[src/hw/adls_pkg.sv]
// adls_pkg: constants and types of the list sequencer
// assumes: 32-bit word bus, one register per aligned word
package adls_pkg;

  // ---------------------------------------------------------------
  // list geometry and result width
  // ---------------------------------------------------------------
  localparam logic [5:0] IDX_LAST = 6'h3f;
  localparam int unsigned RES_W = 12;

  // ---------------------------------------------------------------
  // register byte offsets
  // ---------------------------------------------------------------
  localparam logic [7:0] OFS_CTRL = 8'h00;
  localparam logic [7:0] OFS_FLOW = 8'h04;
  localparam logic [7:0] OFS_FLAGS = 8'h08;
  localparam logic [7:0] OFS_STAT = 8'h0c;
  localparam logic [7:0] OFS_CIDX = 8'h10;
  localparam logic [7:0] OFS_RIDX = 8'h14;
  localparam logic [7:0] OFS_CSL0 = 8'h18;
  localparam logic [7:0] OFS_CSL1 = 8'h1c;
  localparam logic [7:0] OFS_RVL0 = 8'h20;
  localparam logic [7:0] OFS_RVL1 = 8'h24;
  localparam logic [7:0] OFS_IE = 8'h28;
  localparam logic [7:0] OFS_BGCMD = 8'h2c;

  // ---------------------------------------------------------------
  // field positions
  // ---------------------------------------------------------------
  localparam int unsigned CTRL_MODE = 0;
  localparam int unsigned CTRL_RES = 1;
  localparam int unsigned CTRL_NVM = 3;
  localparam int unsigned CTRL_ERRIE = 4;
  localparam int unsigned CTRL_EOLIE = 5;
  localparam int unsigned FLOW_RESTART_REQUEST_BIT = 0;
  localparam int unsigned FLOW_LOAD_OK_BIT = 1;
  localparam int unsigned FLOW_TRIG = 2;
  localparam int unsigned FLOW_ABORT = 3;
  localparam int unsigned STAT_EOL = 0;
  localparam int unsigned STAT_IA = 1;
  localparam int unsigned STAT_BUSY = 2;
  localparam int unsigned STAT_ACSL = 3;
  localparam int unsigned STAT_ARVL = 4;
  localparam int unsigned STAT_ABG = 5;
  localparam int unsigned CMD_TYPE = 30;
  localparam int unsigned CMD_IRQ = 26;
  localparam int unsigned CMD_OPT = 22;

  // ---------------------------------------------------------------
  // resolution codes, memory windows, reset value
  // ---------------------------------------------------------------
  localparam logic [1:0] RES_8 = 2'h0;
  localparam logic [1:0] RES_10 = 2'h1;
  localparam logic [31:0] RAM_LO = 32'h0000_1000;
  localparam logic [31:0] RAM_HI = 32'h0000_13ff;
  localparam logic [31:0] NVM_LO = 32'h0000_4000;
  localparam logic [31:0] NVM_HI = 32'h0000_ffff;
  localparam logic [31:0] RST_WORD = 32'h0000_0000;

  // ---------------------------------------------------------------
  // enumerations
  // ---------------------------------------------------------------
  typedef enum logic [1:0] {
    CMD_NORMAL, CMD_EOS, CMD_EOL, CMD_RSVD
  } adls_cmd_e;

  typedef enum logic [2:0] {
    ST_IDLE, ST_FIRST, ST_TRIG, ST_CONV, ST_STORE
  } adls_state_e;

endpackage : adls_pkg

[src/hw/adls_bg_if.sv]
// adls_bg_if: link between sequencer and background command store
// assumes: both ends on the same clock
`timescale 1ns/1ps
interface adls_bg_if;
  logic load;
  logic first;
  logic swap;
  logic [31:0] data;
  logic [31:0] active;
  logic [31:0] inactive;
  logic act_sel;
  modport ctl (output load, first, swap, data,
               input active, inactive, act_sel);
  modport store (input load, first, swap, data,
                 output active, inactive, act_sel);
endinterface : adls_bg_if

[src/hw/adls_cmd_buf.sv]
// adls_cmd_buf: two background command registers, one active
// assumes: load, first and swap come from the sequencer clock domain
`timescale 1ns/1ps
module adls_cmd_buf (
  // clock and control
  input wire logic clk,
  input wire logic rst,
  input wire logic ce,
  // sequencer side
  adls_bg_if.store bg
);

  typedef struct packed {
    logic [31:0] reg0;
    logic [31:0] reg1;
    logic act;
  } adls_buf_s;

  adls_buf_s s;
  adls_buf_s next_s;

  // ---------------------------------------------------------------
  // next state
  // ---------------------------------------------------------------
  always_comb begin
    next_s = s;
    if (bg.first) begin
      next_s.reg0 = bg.data;
      next_s.act = 1'b0;
    end else begin
      if (bg.load) begin
        if (s.act) begin
          next_s.reg0 = bg.data;
        end else begin
          next_s.reg1 = bg.data;
        end
      end
      if (bg.swap) begin
        next_s.act = ~s.act;
      end
    end
  end

  always_ff @(posedge clk) begin
    if (rst) begin
      s <= '0;
    end else if (ce) begin
      s <= next_s;
    end
  end

  assign bg.active = s.act ? s.reg1 : s.reg0;
  assign bg.inactive = s.act ? s.reg0 : s.reg1;
  assign bg.act_sel = s.act;

endmodule : adls_cmd_buf

[src/hw/adls_sequencer.sv]
// adls_sequencer: list based conversion sequencer with AHB-Lite regs
// assumes: one clock, memory port answers each request with an ack
`timescale 1ns/1ps
module adls_sequencer (
  // clock and control
  input wire logic CLK,
  input wire logic RST,
  input wire logic CE,
  // ahb-lite slave
  input wire logic HSEL,
  input wire logic [31:0] HADDR,
  input wire logic [1:0] HTRANS,
  input wire logic HWRITE,
  input wire logic [2:0] HSIZE,
  input wire logic [31:0] HWDATA,
  input wire logic HREADY,
  output logic [31:0] HRDATA,
  output logic HREADYOUT,
  output logic HRESP,
  // list memory master
  output logic MEM_REQ,
  output logic MEM_WE,
  output logic [31:0] MEM_ADDR,
  output logic [15:0] MEM_WDATA,
  input wire logic MEM_ACK,
  input wire logic [31:0] MEM_RDATA,
  // analog converter
  output logic CONV_START,
  output logic [7:0] CONV_CHAN,
  output logic [1:0] CONV_RES,
  output logic [3:0] CONV_OPT,
  input wire logic CONV_DONE,
  input wire logic [11:0] CONV_DATA,
  // events
  input wire logic TRIG_IN,
  input wire logic RESTART_IN,
  // interrupts
  output logic CONV_IRQ,
  output logic EOL_IRQ,
  output logic ERR_IRQ
);

  typedef struct packed {
    adls_pkg::adls_state_e st;
    logic [5:0] cidx;
    logic [5:0] ridx;
    logic mode;
    logic [1:0] res;
    logic csl_nvm;
    logic err_ie;
    logic eol_ie;
    logic [15:1] ie;
    logic [15:1] conv_if;
    logic eol_if;
    logic ia_if;
    logic restart_request_bit;
    logic load_ok_bit;
    logic trig;
    logic abort;
    logic is_restart;
    logic act_csl;
    logic act_rvl;
    logic [31:0] csl0;
    logic [31:0] csl1;
    logic [31:0] rvl0;
    logic [31:0] rvl1;
    logic mem_req;
    logic mem_we;
    logic [31:0] mem_addr;
    logic [15:0] mem_wdata;
    logic conv_start;
    logic conv_got;
    logic [31:0] conv_cmd;
    logic [11:0] result;
    logic wr_pend;
    logic [7:0] wr_addr;
    logic [31:0] rdata;
  } adls_seq_s;

  adls_seq_s s;
  adls_seq_s next_s;
  adls_bg_if bg ();

  // ---------------------------------------------------------------
  // helpers
  // ---------------------------------------------------------------
  function automatic logic [31:0] list_addr(logic [31:0] base,
                                            logic [5:0] idx);
    return base + {24'h0, idx, 2'b00};
  endfunction : list_addr

  function automatic logic in_win(logic [31:0] a, logic [31:0] lo,
                                  logic [31:0] hi);
    return (a >= lo) && (a <= hi);
  endfunction : in_win

  function automatic logic [11:0] scale(logic [11:0] d,
                                        logic [1:0] res);
    case (res)
      adls_pkg::RES_8: return {4'h0, d[11:4]};
      adls_pkg::RES_10: return {2'h0, d[11:2]};
      default: return d;
    endcase
  endfunction : scale

  // command read from the active list; a bad address stops all
  function automatic adls_seq_s issue_rd(adls_seq_s x);
    logic [31:0] a;
    logic ok;
    a = list_addr(x.act_csl ? x.csl1 : x.csl0, x.cidx);
    ok = in_win(a, adls_pkg::RAM_LO, adls_pkg::RAM_HI) ||
         (x.csl_nvm && in_win(a, adls_pkg::NVM_LO,
                              adls_pkg::NVM_HI));
    if (ok) begin
      x.mem_req = 1'b1;
      x.mem_we = 1'b0;
      x.mem_addr = a;
    end else begin
      x.ia_if = 1'b1;
      x.st = adls_pkg::ST_IDLE;
    end
    return x;
  endfunction : issue_rd

  // kick the converter and, unless the command is a list end, prefetch the following command
  function automatic adls_seq_s start_conv(adls_seq_s x,
                                           logic [31:0] cmd);
    x.conv_start = 1'b1;
    x.conv_cmd = cmd;
    x.conv_got = 1'b0;
    x.st = adls_pkg::ST_CONV;
    if (cmd[adls_pkg::CMD_TYPE +: 2] != 2'(adls_pkg::CMD_EOL)) begin
      if (x.cidx == adls_pkg::IDX_LAST) begin
        x.ia_if = 1'b1;
        x.st = adls_pkg::ST_IDLE;
      end else begin
        x.cidx = x.cidx + 6'h01;
        x = issue_rd(x);
      end
    end
    if (x.st == adls_pkg::ST_IDLE) begin
      x.conv_start = 1'b0;
    end
    return x;
  endfunction : start_conv

  // ---------------------------------------------------------------
  // next state
  // ---------------------------------------------------------------
  logic [3:0] flow_set;
  logic [31:0] rd;
  logic [31:0] wa;
  logic [3:0] sel;
  adls_pkg::adls_cmd_e ty;

  always_comb begin
    next_s = s;
    flow_set = 4'h0;
    rd = adls_pkg::RST_WORD;
    wa = adls_pkg::RST_WORD;
    sel = s.conv_cmd[adls_pkg::CMD_IRQ +: 4];
    ty = adls_pkg::adls_cmd_e'(s.conv_cmd[adls_pkg::CMD_TYPE +: 2]);
    next_s.conv_start = 1'b0;
    bg.load = 1'b0;
    bg.first = 1'b0;
    bg.swap = 1'b0;
    bg.data = MEM_RDATA;

    // register writes, data phase
    if (s.wr_pend) begin
      case (s.wr_addr)
        adls_pkg::OFS_CTRL: begin
          next_s.mode = HWDATA[adls_pkg::CTRL_MODE];
          next_s.res = HWDATA[adls_pkg::CTRL_RES +: 2];
          next_s.csl_nvm = HWDATA[adls_pkg::CTRL_NVM];
          next_s.err_ie = HWDATA[adls_pkg::CTRL_ERRIE];
          next_s.eol_ie = HWDATA[adls_pkg::CTRL_EOLIE];
        end
        adls_pkg::OFS_FLOW: flow_set = HWDATA[3:0];
        adls_pkg::OFS_FLAGS: next_s.conv_if = s.conv_if & ~HWDATA[15:1];
        adls_pkg::OFS_STAT: begin
          next_s.eol_if = s.eol_if & ~HWDATA[adls_pkg::STAT_EOL];
          next_s.ia_if = s.ia_if & ~HWDATA[adls_pkg::STAT_IA];
        end
        adls_pkg::OFS_CSL0: next_s.csl0 = {HWDATA[31:2], 2'b00};
        adls_pkg::OFS_CSL1: next_s.csl1 = {HWDATA[31:2], 2'b00};
        adls_pkg::OFS_RVL0: next_s.rvl0 = {HWDATA[31:2], 2'b00};
        adls_pkg::OFS_RVL1: next_s.rvl1 = {HWDATA[31:2], 2'b00};
        adls_pkg::OFS_IE: next_s.ie = HWDATA[15:1];
        default: ;
      endcase
    end

    // address phase; read data is latched for the data phase
    next_s.wr_pend = 1'b0;
    if (HSEL && HTRANS[1] && HREADY) begin
      next_s.wr_pend = HWRITE;
      next_s.wr_addr = HADDR[7:0];
      case (HADDR[7:0])
        adls_pkg::OFS_CTRL: rd = {26'h0, s.eol_ie, s.err_ie,
                                  s.csl_nvm, s.res, s.mode};
        adls_pkg::OFS_FLOW: rd = {28'h0, s.abort, s.trig,
                                  s.load_ok_bit, s.restart_request_bit};
        adls_pkg::OFS_FLAGS: rd = {16'h0, s.conv_if, 1'b0};
        adls_pkg::OFS_STAT: rd = {26'h0, bg.act_sel, s.act_rvl,
                                  s.act_csl, s.st != adls_pkg::ST_IDLE,
                                  s.ia_if, s.eol_if};
        adls_pkg::OFS_CIDX: rd = {26'h0, s.cidx};
        adls_pkg::OFS_RIDX: rd = {26'h0, s.ridx};
        adls_pkg::OFS_CSL0: rd = s.csl0;
        adls_pkg::OFS_CSL1: rd = s.csl1;
        adls_pkg::OFS_RVL0: rd = s.rvl0;
        adls_pkg::OFS_RVL1: rd = s.rvl1;
        adls_pkg::OFS_IE: rd = {16'h0, s.ie, 1'b0};
        adls_pkg::OFS_BGCMD: rd = bg.active;
        default: rd = adls_pkg::RST_WORD;
      endcase
      next_s.rdata = HWRITE ? adls_pkg::RST_WORD : rd;
    end

    // ---------------------------------------------------------------
    // sequencer
    // ---------------------------------------------------------------
    if (s.restart_request_bit && !s.mem_req && s.st != adls_pkg::ST_FIRST) begin
      next_s.cidx = 6'h00;
      next_s.ridx = 6'h00;
      next_s.abort = 1'b0;
      next_s.trig = 1'b0;
      next_s.is_restart = 1'b1;
      next_s.st = adls_pkg::ST_FIRST;
      if (s.load_ok_bit) begin
        next_s.act_csl = ~s.act_csl;
        next_s.act_rvl = ~s.act_rvl;
      end
      next_s = issue_rd(next_s);
      next_s.restart_request_bit = next_s.st != adls_pkg::ST_IDLE;
      next_s.load_ok_bit = next_s.load_ok_bit & next_s.restart_request_bit;
    end else if (s.abort && !s.mem_req) begin
      next_s.abort = 1'b0;
      next_s.trig = 1'b0;
      next_s.st = adls_pkg::ST_IDLE;
    end else begin
      case (s.st)
        adls_pkg::ST_FIRST: begin
          if (MEM_ACK) begin
            next_s.mem_req = 1'b0;
            bg.first = 1'b1;
            if (s.is_restart) begin
              next_s.restart_request_bit = 1'b0;
              next_s.load_ok_bit = 1'b0;
            end
            next_s.st = adls_pkg::ST_TRIG;
          end
        end
        adls_pkg::ST_TRIG: begin
          if (s.trig) begin
            next_s.trig = 1'b0;
            next_s = start_conv(next_s, bg.active);
          end
        end
        adls_pkg::ST_CONV: begin
          if (s.mem_req && MEM_ACK) begin
            next_s.mem_req = 1'b0;
            bg.load = 1'b1;
          end
          if (CONV_DONE) begin
            next_s.result = scale(CONV_DATA, s.res);
            next_s.conv_got = 1'b1;
          end
          if (next_s.conv_got && !next_s.mem_req) begin
            wa = list_addr(s.act_rvl ? s.rvl1 : s.rvl0, s.ridx);
            if (in_win(wa, adls_pkg::RAM_LO, adls_pkg::RAM_HI)) begin
              next_s.mem_req = 1'b1;
              next_s.mem_we = 1'b1;
              next_s.mem_addr = wa;
              next_s.mem_wdata = {4'h0, next_s.result};
              next_s.st = adls_pkg::ST_STORE;
            end else begin
              next_s.ia_if = 1'b1;
              next_s.st = adls_pkg::ST_IDLE;
            end
          end
        end
        adls_pkg::ST_STORE: begin
          if (MEM_ACK) begin
            next_s.mem_req = 1'b0;
            next_s.mem_we = 1'b0;
            if (sel != 4'h0) begin
              next_s.conv_if[sel] = 1'b1;
            end
            if (s.ridx == adls_pkg::IDX_LAST &&
                ty != adls_pkg::CMD_EOL) begin
              next_s.ia_if = 1'b1;
              next_s.st = adls_pkg::ST_IDLE;
            end else begin
              next_s.ridx = s.ridx + 6'h01;
              case (ty)
                adls_pkg::CMD_EOL: begin
                  next_s.eol_if = 1'b1;
                  if (s.mode) begin
                    next_s.cidx = 6'h00;
                    next_s.ridx = 6'h00;
                    next_s.is_restart = 1'b0;
                    next_s.st = adls_pkg::ST_FIRST;
                    next_s = issue_rd(next_s);
                  end else begin
                    next_s.st = adls_pkg::ST_IDLE;
                  end
                end
                adls_pkg::CMD_EOS: begin
                  bg.swap = 1'b1;
                  next_s.st = adls_pkg::ST_TRIG;
                end
                default: begin
                  bg.swap = 1'b1;
                  next_s = start_conv(next_s, bg.inactive);
                end
              endcase
            end
          end
        end
        default: ;
      endcase
    end

    // requests set last so a same-cycle event is never lost
    next_s.restart_request_bit = next_s.restart_request_bit | flow_set[adls_pkg::FLOW_RESTART_REQUEST_BIT] |
                  RESTART_IN;
    next_s.load_ok_bit = next_s.load_ok_bit | flow_set[adls_pkg::FLOW_LOAD_OK_BIT];
    next_s.trig = next_s.trig | flow_set[adls_pkg::FLOW_TRIG] | TRIG_IN;
    next_s.abort = next_s.abort | flow_set[adls_pkg::FLOW_ABORT];
  end

  always_ff @(posedge CLK) begin
    if (RST) begin
      s <= '0;
    end else if (CE) begin
      s <= next_s;
    end
  end

  // ---------------------------------------------------------------
  // background command store
  // ---------------------------------------------------------------
  adls_cmd_buf u_buf (
    .clk(CLK),
    .rst(RST),
    .ce(CE),
    .bg(bg.store)
  );

  // ---------------------------------------------------------------
  // outputs
  // ---------------------------------------------------------------
  assign HRDATA = s.rdata;
  assign HREADYOUT = 1'b1;
  assign HRESP = 1'b0;
  assign MEM_REQ = s.mem_req;
  assign MEM_WE = s.mem_we;
  assign MEM_ADDR = s.mem_addr;
  assign MEM_WDATA = s.mem_wdata;
  assign CONV_START = s.conv_start;
  assign CONV_CHAN = s.conv_cmd[7:0];
  assign CONV_RES = s.res;
  assign CONV_OPT = s.conv_cmd[adls_pkg::CMD_OPT +: 4];
  assign CONV_IRQ = |(s.conv_if & s.ie);
  assign EOL_IRQ = s.eol_if & s.eol_ie;
  assign ERR_IRQ = s.ia_if & s.err_ie;

endmodule : adls_sequencer

[config.mk]
export PLATFORM = sky130hd
export DESIGN_NAME = adls_sequencer
export DESIGN_NICKNAME = d
export VERILOG_FILES = /design/src/hw/adls_pkg.sv /design/src/hw/adls_bg_if.sv /design/src/hw/adls_cmd_buf.sv /design/src/hw/adls_sequencer.sv
export SDC_FILE = /design/constraint.sdc
export NUM_CORES = 1
export LEC_CHECK = 0
export ABC_AREA = 1
export BUFFER_PORTS_ARGS = -buffer_cell sky130_fd_sc_hd__buf_2
export CAP_MARGIN = 15
export CORE_AREA = 3 3 245 247
export DETAILED_ROUTE_END_ITERATION = 10
export DIE_AREA = 0 0 248 250
export PLACE_DENSITY = 0.62
export SYNTH_ARGS = -nofsm -noshare
export SYNTH_HDL_FRONTEND = slang
export SYNTH_HIERARCHICAL = 1
export SYNTH_SLANG_ARGS = --single-unit
export TNS_END_PERCENT = 50
[constraint.sdc]
create_clock -name CLK -period 5 [get_ports CLK]
set_clock_uncertainty 0.15 [all_clocks]
set_input_delay 0.25 -clock CLK [delete_from_list [all_inputs] [get_ports CLK]]
set_output_delay 0.25 -clock CLK [all_outputs]
set_load 0.02 [all_outputs]
==> results.sh, run 1 <==
export IMPL_outcome="finished, final reports clean"
export IMPL_num_vias=24500
export IMPL_core_area_mm2=0.0578
export IMPL_fp_dieW_um=248
export IMPL_use_met1=0.370
export IMPL_drtAntennaViolNets=0
export IMPL_first_global_vias=22200
export IMPL_dpl_cell_count=4319
export IMPL_p_switching_mw=2.16
export IMPL_gp_congestion=0.957
export IMPL_finalInstanceArea_mm2=0.0263
export IMPL_p_comb_frac=0.133
export IMPL_maxSlewViolCount=0
export IMPL_nets=3833
export IMPL_cp_start_kind="register"
export IMPL_grt_pass1_wl_um=132000
export IMPL_fp_dieH_um=250
export IMPL_io_buffers=190
export IMPL_worstSetupPathType="reg2reg"
export IMPL_first_pass_iters=6
export IMPL_pin_count=225
export IMPL_cts_buffers=44
export IMPL_avgSynthCellArea_um2=6.38
export IMPL_clock_path_buffers=3
export IMPL_initial_core_util=0.398
export IMPL_clockPowerShare=0.460
export IMPL_critPathSlowestCell="fa_2"
export IMPL_syn_area_mm2=0.0230
export IMPL_synthCells=3600
export IMPL_track_usage=0.273
export IMPL_clk_latency_ns=0.63
export IMPL_wl_per_cell_um=19.5
export IMPL_nFillCells=6142
export IMPL_grtUsageMet3=0.0451
export IMPL_power_total_mw=7.52
export IMPL_p_int_mw=5.36
export IMPL_swShare=0.287
export IMPL_dpl_cell_area_mm2=0.0237
export IMPL_top_usage_layer="met2"
export IMPL_power_density_mw_per_mm2=286
export IMPL_seqPwrFrac=0.406
export IMPL_row_count=88
export IMPL_drt_iter0_drc=2348
export IMPL_worstPathArrival_ns=5.20
export IMPL_fmax_mhz=207
export IMPL_cts_tree="done"
export IMPL_yosys_warnings=6
export IMPL_cp_required_ns=5.36
export IMPL_path_max_fanout=5
export IMPL_hpwlAfterDp_um=63000
export IMPL_tightestPinTransition_ns=1.14
export IMPL_cap_viol_max_count=0
export IMPL_clockRootBuffer="clkbuf_16"
export IMPL_slew_headroom=0.238
export IMPL_hold_viol=0
export IMPL_hold_class="in2reg"
export IMPL_drc=0
export IMPL_ir_drop_uv=245
export IMPL_syn2layout_area_growth_pct=14.6
export IMPL_crit_top_cell="nand2_1"
export IMPL_cts_max_level=2
export IMPL_fin_crit_ns=4.84
export IMPL_post_drt_via_cell_ratio=5.45
export IMPL_clk_pin_slew_ns=0.06
export IMPL_final_layout_size_suffix_gt1_frac=0.119
export IMPL_finalWirelength_um=87500
export IMPL_fin_util=0.456
export IMPL_setup_slack_ns=0.159
export IMPL_antenna_found_initial=2
export IMPL_finalSetupViolations=0
export IMPL_met2_usage=0.420
export IMPL_p_leak_nw=11.1
export IMPL_worstSetupEndpointType="register"
export IMPL_min_period_over_period=0.968
export IMPL_cts_sinks=368
export IMPL_stdcell_count=4496
export IMPL_cpPeakStageDelay_ns=0.36
export IMPL_die_area_mm2=0.0620
export IMPL_preCtsSetupSlack_ns=0.159
export IMPL_grt_overflow=0
export IMPL_grt_max_degree=73
final cells by class:
cell class / count / area [um^2] / area share
Multi-Input combinational cell: 2534 / 12600 / 0.478
Sequential cell: 368 / 7380 / 0.280
Timing Repair Buffer: 337 / 2310 / 0.0876
Inverter: 407 / 1530 / 0.0581
Clock buffer: 65 / 1340 / 0.0509
Tap cell: 765 / 957 / 0.0363
Clock inverter: 16 / 228 / 0.00865
Antenna cell: 4 / 10.0 / 0.000380
path summary, 6_finish.rpt:
check	start	endpoint	slack [ns]	cells past startpoint
hold / removal	CONV_DATA[8]	MEM_WDATA[8]$_SDFFE_PP0P_	0.05	5
setup reg to reg	s[37]$_SDFFE_PP0P_	MEM_ADDR[13]$_SDFFE_PP0P_	0.16	30
setup / recovery	s[37]$_SDFFE_PP0P_	MEM_ADDR[13]$_SDFFE_PP0P_	0.16	30
hold reg to reg	MEM_ADDR[23]$_SDFFE_PP0P_	MEM_ADDR[23]$_SDFFE_PP0P_	0.28	2
per-stage QoR:
step | hold WS, ns | TNS [ns]
final | 0.0478 | 0
after global routing | 0.0720 | -0.605
after CTS | 0.0259 | 0
after detailed placement | 0.275 | 0
after global placement | 0.274 | 0
after floorplan | 0.228 | 0
critical path, delay by kind of cell, from the launching register on:
| kind | cells | cell delay, ns |
|---|---|---|
| buffers and inverters | 5 | 0.62 |
| multiplexers | 1 | 0.19 |
| AND/OR/NAND/NOR | 17 | 1.96 |
| adder cells (fa/ha/maj) | 2 | 0.57 |
| flip-flops | 1 | 0.34 |
| AO/OA/AOI/OAI | 5 | 0.85 |
repair_timing:
item / 4_1_cts / 5_1_grt
resized for setup: 0 / 34
hold buffers: 84 / 0
buffers inserted: 0 / 5
hold endpoints to repair: 197 / 0
setup endpoints to repair: 0 / 39
layout by cell type (no fill, tap or decap), types with 16 or more instances in the layout:
cell type / n
nand3_1: 289
dfxtp_1: 363
a221oi_1: 49
a21oi_1: 295
xor2_1: 25
nand4_1: 29
clkbuf_8: 16
inv_1: 395
clkbuf_16: 44
a211oi_1: 25
dlygate4sd3_1: 84
o22ai_1: 21
nor2_2: 17
o211ai_1: 23
buf_4: 60
nor2_1: 393
buf_2: 189
nor3_1: 45
nand2_1: 768
o21ai_0: 353
power groups by stage:
| stage | registers, mW | clock network, mW | logic, mW |
|---|---|---|---|
| floorplan | 3.11 | 0 | 0.626 |
| global placement | 3.12 | 0 | 0.912 |
| detailed placement | 3.12 | 0 | 0.911 |
| CTS | 3.06 | 3.52 | 0.968 |
| global route | 3.06 | 3.63 | 1.10 |
| finish | 3.06 | 3.46 | 1.00 |
flip-flops by register name, indices dropped and copies added (netlist names):
| register | count |
|---|---|
| CONV_CHAN | 8 |
| u_buf/bg.act_sel | 1 |
| MEM_WDATA | 12 |
| u_buf/s | 64 |
| MEM_WE | 1 |
| CONV_RES | 2 |
| MEM_ADDR | 32 |
| CONV_OPT | 4 |
| CONV_START | 1 |
| MEM_REQ | 1 |
| s | 210 |
| HRDATA | 32 |
per-layer routing:
metal  share of wire  routed length [um]
met5               0                   0
met2            0.43               37900
met4           0.052                4510
met3           0.086                7550
met1            0.43               37600
Note: power is estimated with default switching activity, not from simulation.
==> inputs of run 2 (changes only) <==
--- a/config.mk
+++ b/config.mk
@@ -12,6 +12,7 @@
 export DETAILED_ROUTE_END_ITERATION = 10
 export DIE_AREA = 0 0 248 250
 export PLACE_DENSITY = 0.62
+export SETUP_SLACK_MARGIN = 0.5
 export SYNTH_ARGS = -nofsm -noshare
 export SYNTH_HDL_FRONTEND = slang
 export SYNTH_HIERARCHICAL = 1
==> results.sh, run 2 (synthesis gave the netlist of run 1 again) <==
export IMPL_critPathSlowestCell="fa_2"
export IMPL_cp_start_kind="register"
export IMPL_mostFrequentLayoutCell="nand2_1"
export IMPL_crit_top_cell="nand2_1"
export IMPL_cts_sinks=368
export IMPL_setup_slack_ns=0.382
export IMPL_reg2reg_from="s[37]$_SDFFE_PP0P_"
export IMPL_p_leak_nw=11.1
export IMPL_hold_class="in2reg"
export IMPL_num_vias=24600
export IMPL_pin_count=225
export IMPL_cts_tree="done"
export IMPL_post_drt_via_cell_ratio=5.46
export IMPL_fin_crit_ns=4.62
export IMPL_preCtsSetupSlack_ns=0.200
export IMPL_clockRootBuffer="clkbuf_16"
export IMPL_largest_register="s"
export IMPL_rsz0062_at_grt="true"
export IMPL_grt_max_degree=115
export IMPL_cts_buffers=43
export IMPL_worstSetupPathType="reg2reg"
export IMPL_nets=3850
export IMPL_ff2ff_path_depth=29
export IMPL_min_from="RST"
export IMPL_grt_overflow=0
export IMPL_power_total_mw=7.40
export IMPL_tns_ns=0
export IMPL_grt_pass1_wl_um=133000
export IMPL_drc=0
export IMPL_initial_core_util=0.398
export IMPL_hpwlAfterDp_um=63600
export IMPL_io_buffers=190
export IMPL_die_area_mm2=0.0620
export IMPL_cp_required_ns=5.35
export IMPL_wl_per_cell_um=19.6
export IMPL_finalWirelength_um=88400
export IMPL_final_cell_mix="766 x nand2_1, 393 x inv_1, 393 x nor2_1"
export IMPL_fmax_mhz=217
export IMPL_final_layout_size_suffix_gt1_frac=0.127
export IMPL_track_usage=0.275
export IMPL_clock_path_buffers=3
export IMPL_clk_latency_ns=0.59
export IMPL_clk_pin_slew_ns=0.06
export IMPL_drt_iter0_drc=2318
export IMPL_path_max_fanout=5
export IMPL_worstPathArrival_ns=4.97
export IMPL_finalSetupViolations=0
export IMPL_timing_rr_end="MEM_ADDR[13]$_SDFFE_PP0P_"
export IMPL_tightestPinTransition_ns=1.19
export IMPL_row_count=88
export IMPL_worstSetupEndpointType="register"
export IMPL_hold_end="s[280]$_SDFFE_PP0P_"
export IMPL_slew_headroom=0.205
export IMPL_power_density_mw_per_mm2=279
export IMPL_gp_congestion=0.967
export IMPL_r2r_slack_ns=0.38
export IMPL_first_global_vias=22400
export IMPL_largest_register_ffs=210
export IMPL_cap_viol_max_count=0
export IMPL_fp_dieH_um=250
export IMPL_maxSlewViolCount=0
export IMPL_core_area_mm2=0.0578
export IMPL_top_regs="s: 210 flops, u_buf/s: 64 flops"
export IMPL_min_period_over_period=0.924
export IMPL_first_pass_iters=5
export IMPL_fp_dieW_um=248
export IMPL_cts_max_level=2
export IMPL_cpPeakStageDelay_ns=0.34
export IMPL_drtAntennaViolNets=0
export IMPL_outcome="finished, final reports clean"
export IMPL_ir_drop_uv=226
export IMPL_holdPathStages=2
export IMPL_syn2layout_area_growth_pct=15.6
export IMPL_antenna_found_initial=1
export IMPL_hold_viol=0
## run 2: cell count changes in the layout (fill, tap and decap cells not counted), moves of 4 or more
cell | previous run | this run
buf_4 | 60 | 67
o21ai_0 | 353 | 346
a21oi_2 | 2 | 10
buf_6 | 1 | 6
clkbuf_1 | 5 | 9
clkbuf_8 | 16 | 10
o21ai_1 | 10 | 14
a21oi_1 | 295 | 287
## run 2: worst max path at each step
stage                  startpoint                        end  depth (start not counted)
3_3_place_gp   s[37]$_SDFFE_PP0P_  MEM_ADDR[11]$_SDFFE_PP0P_                         29
3_5_place_dp   s[36]$_SDFFE_PP0P_  MEM_ADDR[13]$_SDFFE_PP0P_                         28
5_1_grt        s[38]$_SDFFE_PP0P_   MEM_ADDR[1]$_SDFFE_PP0P_                         31
6_report       s[37]$_SDFFE_PP0P_  MEM_ADDR[13]$_SDFFE_PP0P_                         29
2_1_floorplan  s[35]$_SDFFE_PP0P_   MEM_ADDR[3]$_SDFFE_PP0P_                         29
4_1_cts        s[34]$_SDFFE_PP0P_   MEM_ADDR[7]$_SDFFE_PP0P_                         32
## run 2: through the flow
stage | std cells | hold WS, ns | area [um^2] | util
finish | 4509 | 0.0555 | 26600 | 0.460
global placement | 4319 | 0.273 | 23800 | 0.411
CTS | 4493 | 0.0294 | 26300 | 0.455
global route | 4507 | 0.0818 | 26600 | 0.460
floorplan | 3604 | 0.228 | 23000 | -
detailed placement | 4319 | 0.275 | 23800 | 0.411
## run 2: final cells by class
cell class	count	area, um^2
inverters	407	1530
multi-input cells	2534	12700
diodes	3	7.51
clock inverters	15	218
flip-flops and latches	368	7380
fillers	6148	31200
well taps	765	957
clock buffers	62	1250
repair buffers	355	2510
## run 2: metal layers
| metal | global-route usage | wire (um) |
|---|---|---|
| met5 | 0 | 0 |
| met4 | 0.115 | 4080 |
| met3 | 0.0362 | 6720 |
| met2 | 0.429 | 38800 |
| met1 | 0.381 | 38800 |
## run 2: what timing repair did
action / CTS / global route
endpoints found under the setup margin: 36 / 50
hold buffers: 87 / 0
cloned: 3 / 2
hold endpoints to repair: 189 / 0
gates resized for setup: 36 / 42
pin swaps: 16 / 24
buffers inserted: 7 / 10
## run 2: critical path: cells and delay by family (launching register included)
| family | cells | cell delay [ns] |
|---|---|---|
| adders and majority gates | 2 | 0.55 |
| and+or+nand+nor | 17 | 1.97 |
| buffers and inverters | 4 | 0.41 |
| DFF | 1 | 0.33 |
| AOI/OAI and AO/OA | 5 | 0.93 |
| muxes | 1 | 0.17 |
## run 2: report_power, final
part | internal [mW] | switching (mW) | leakage [nW] | total, mW
Sequential | 3.01 | 0.0520 | 2.98 | 3.06
Clock | 1.95 | 1.36 | 0.719 | 3.30
Combinational | 0.347 | 0.695 | 7.45 | 1.04
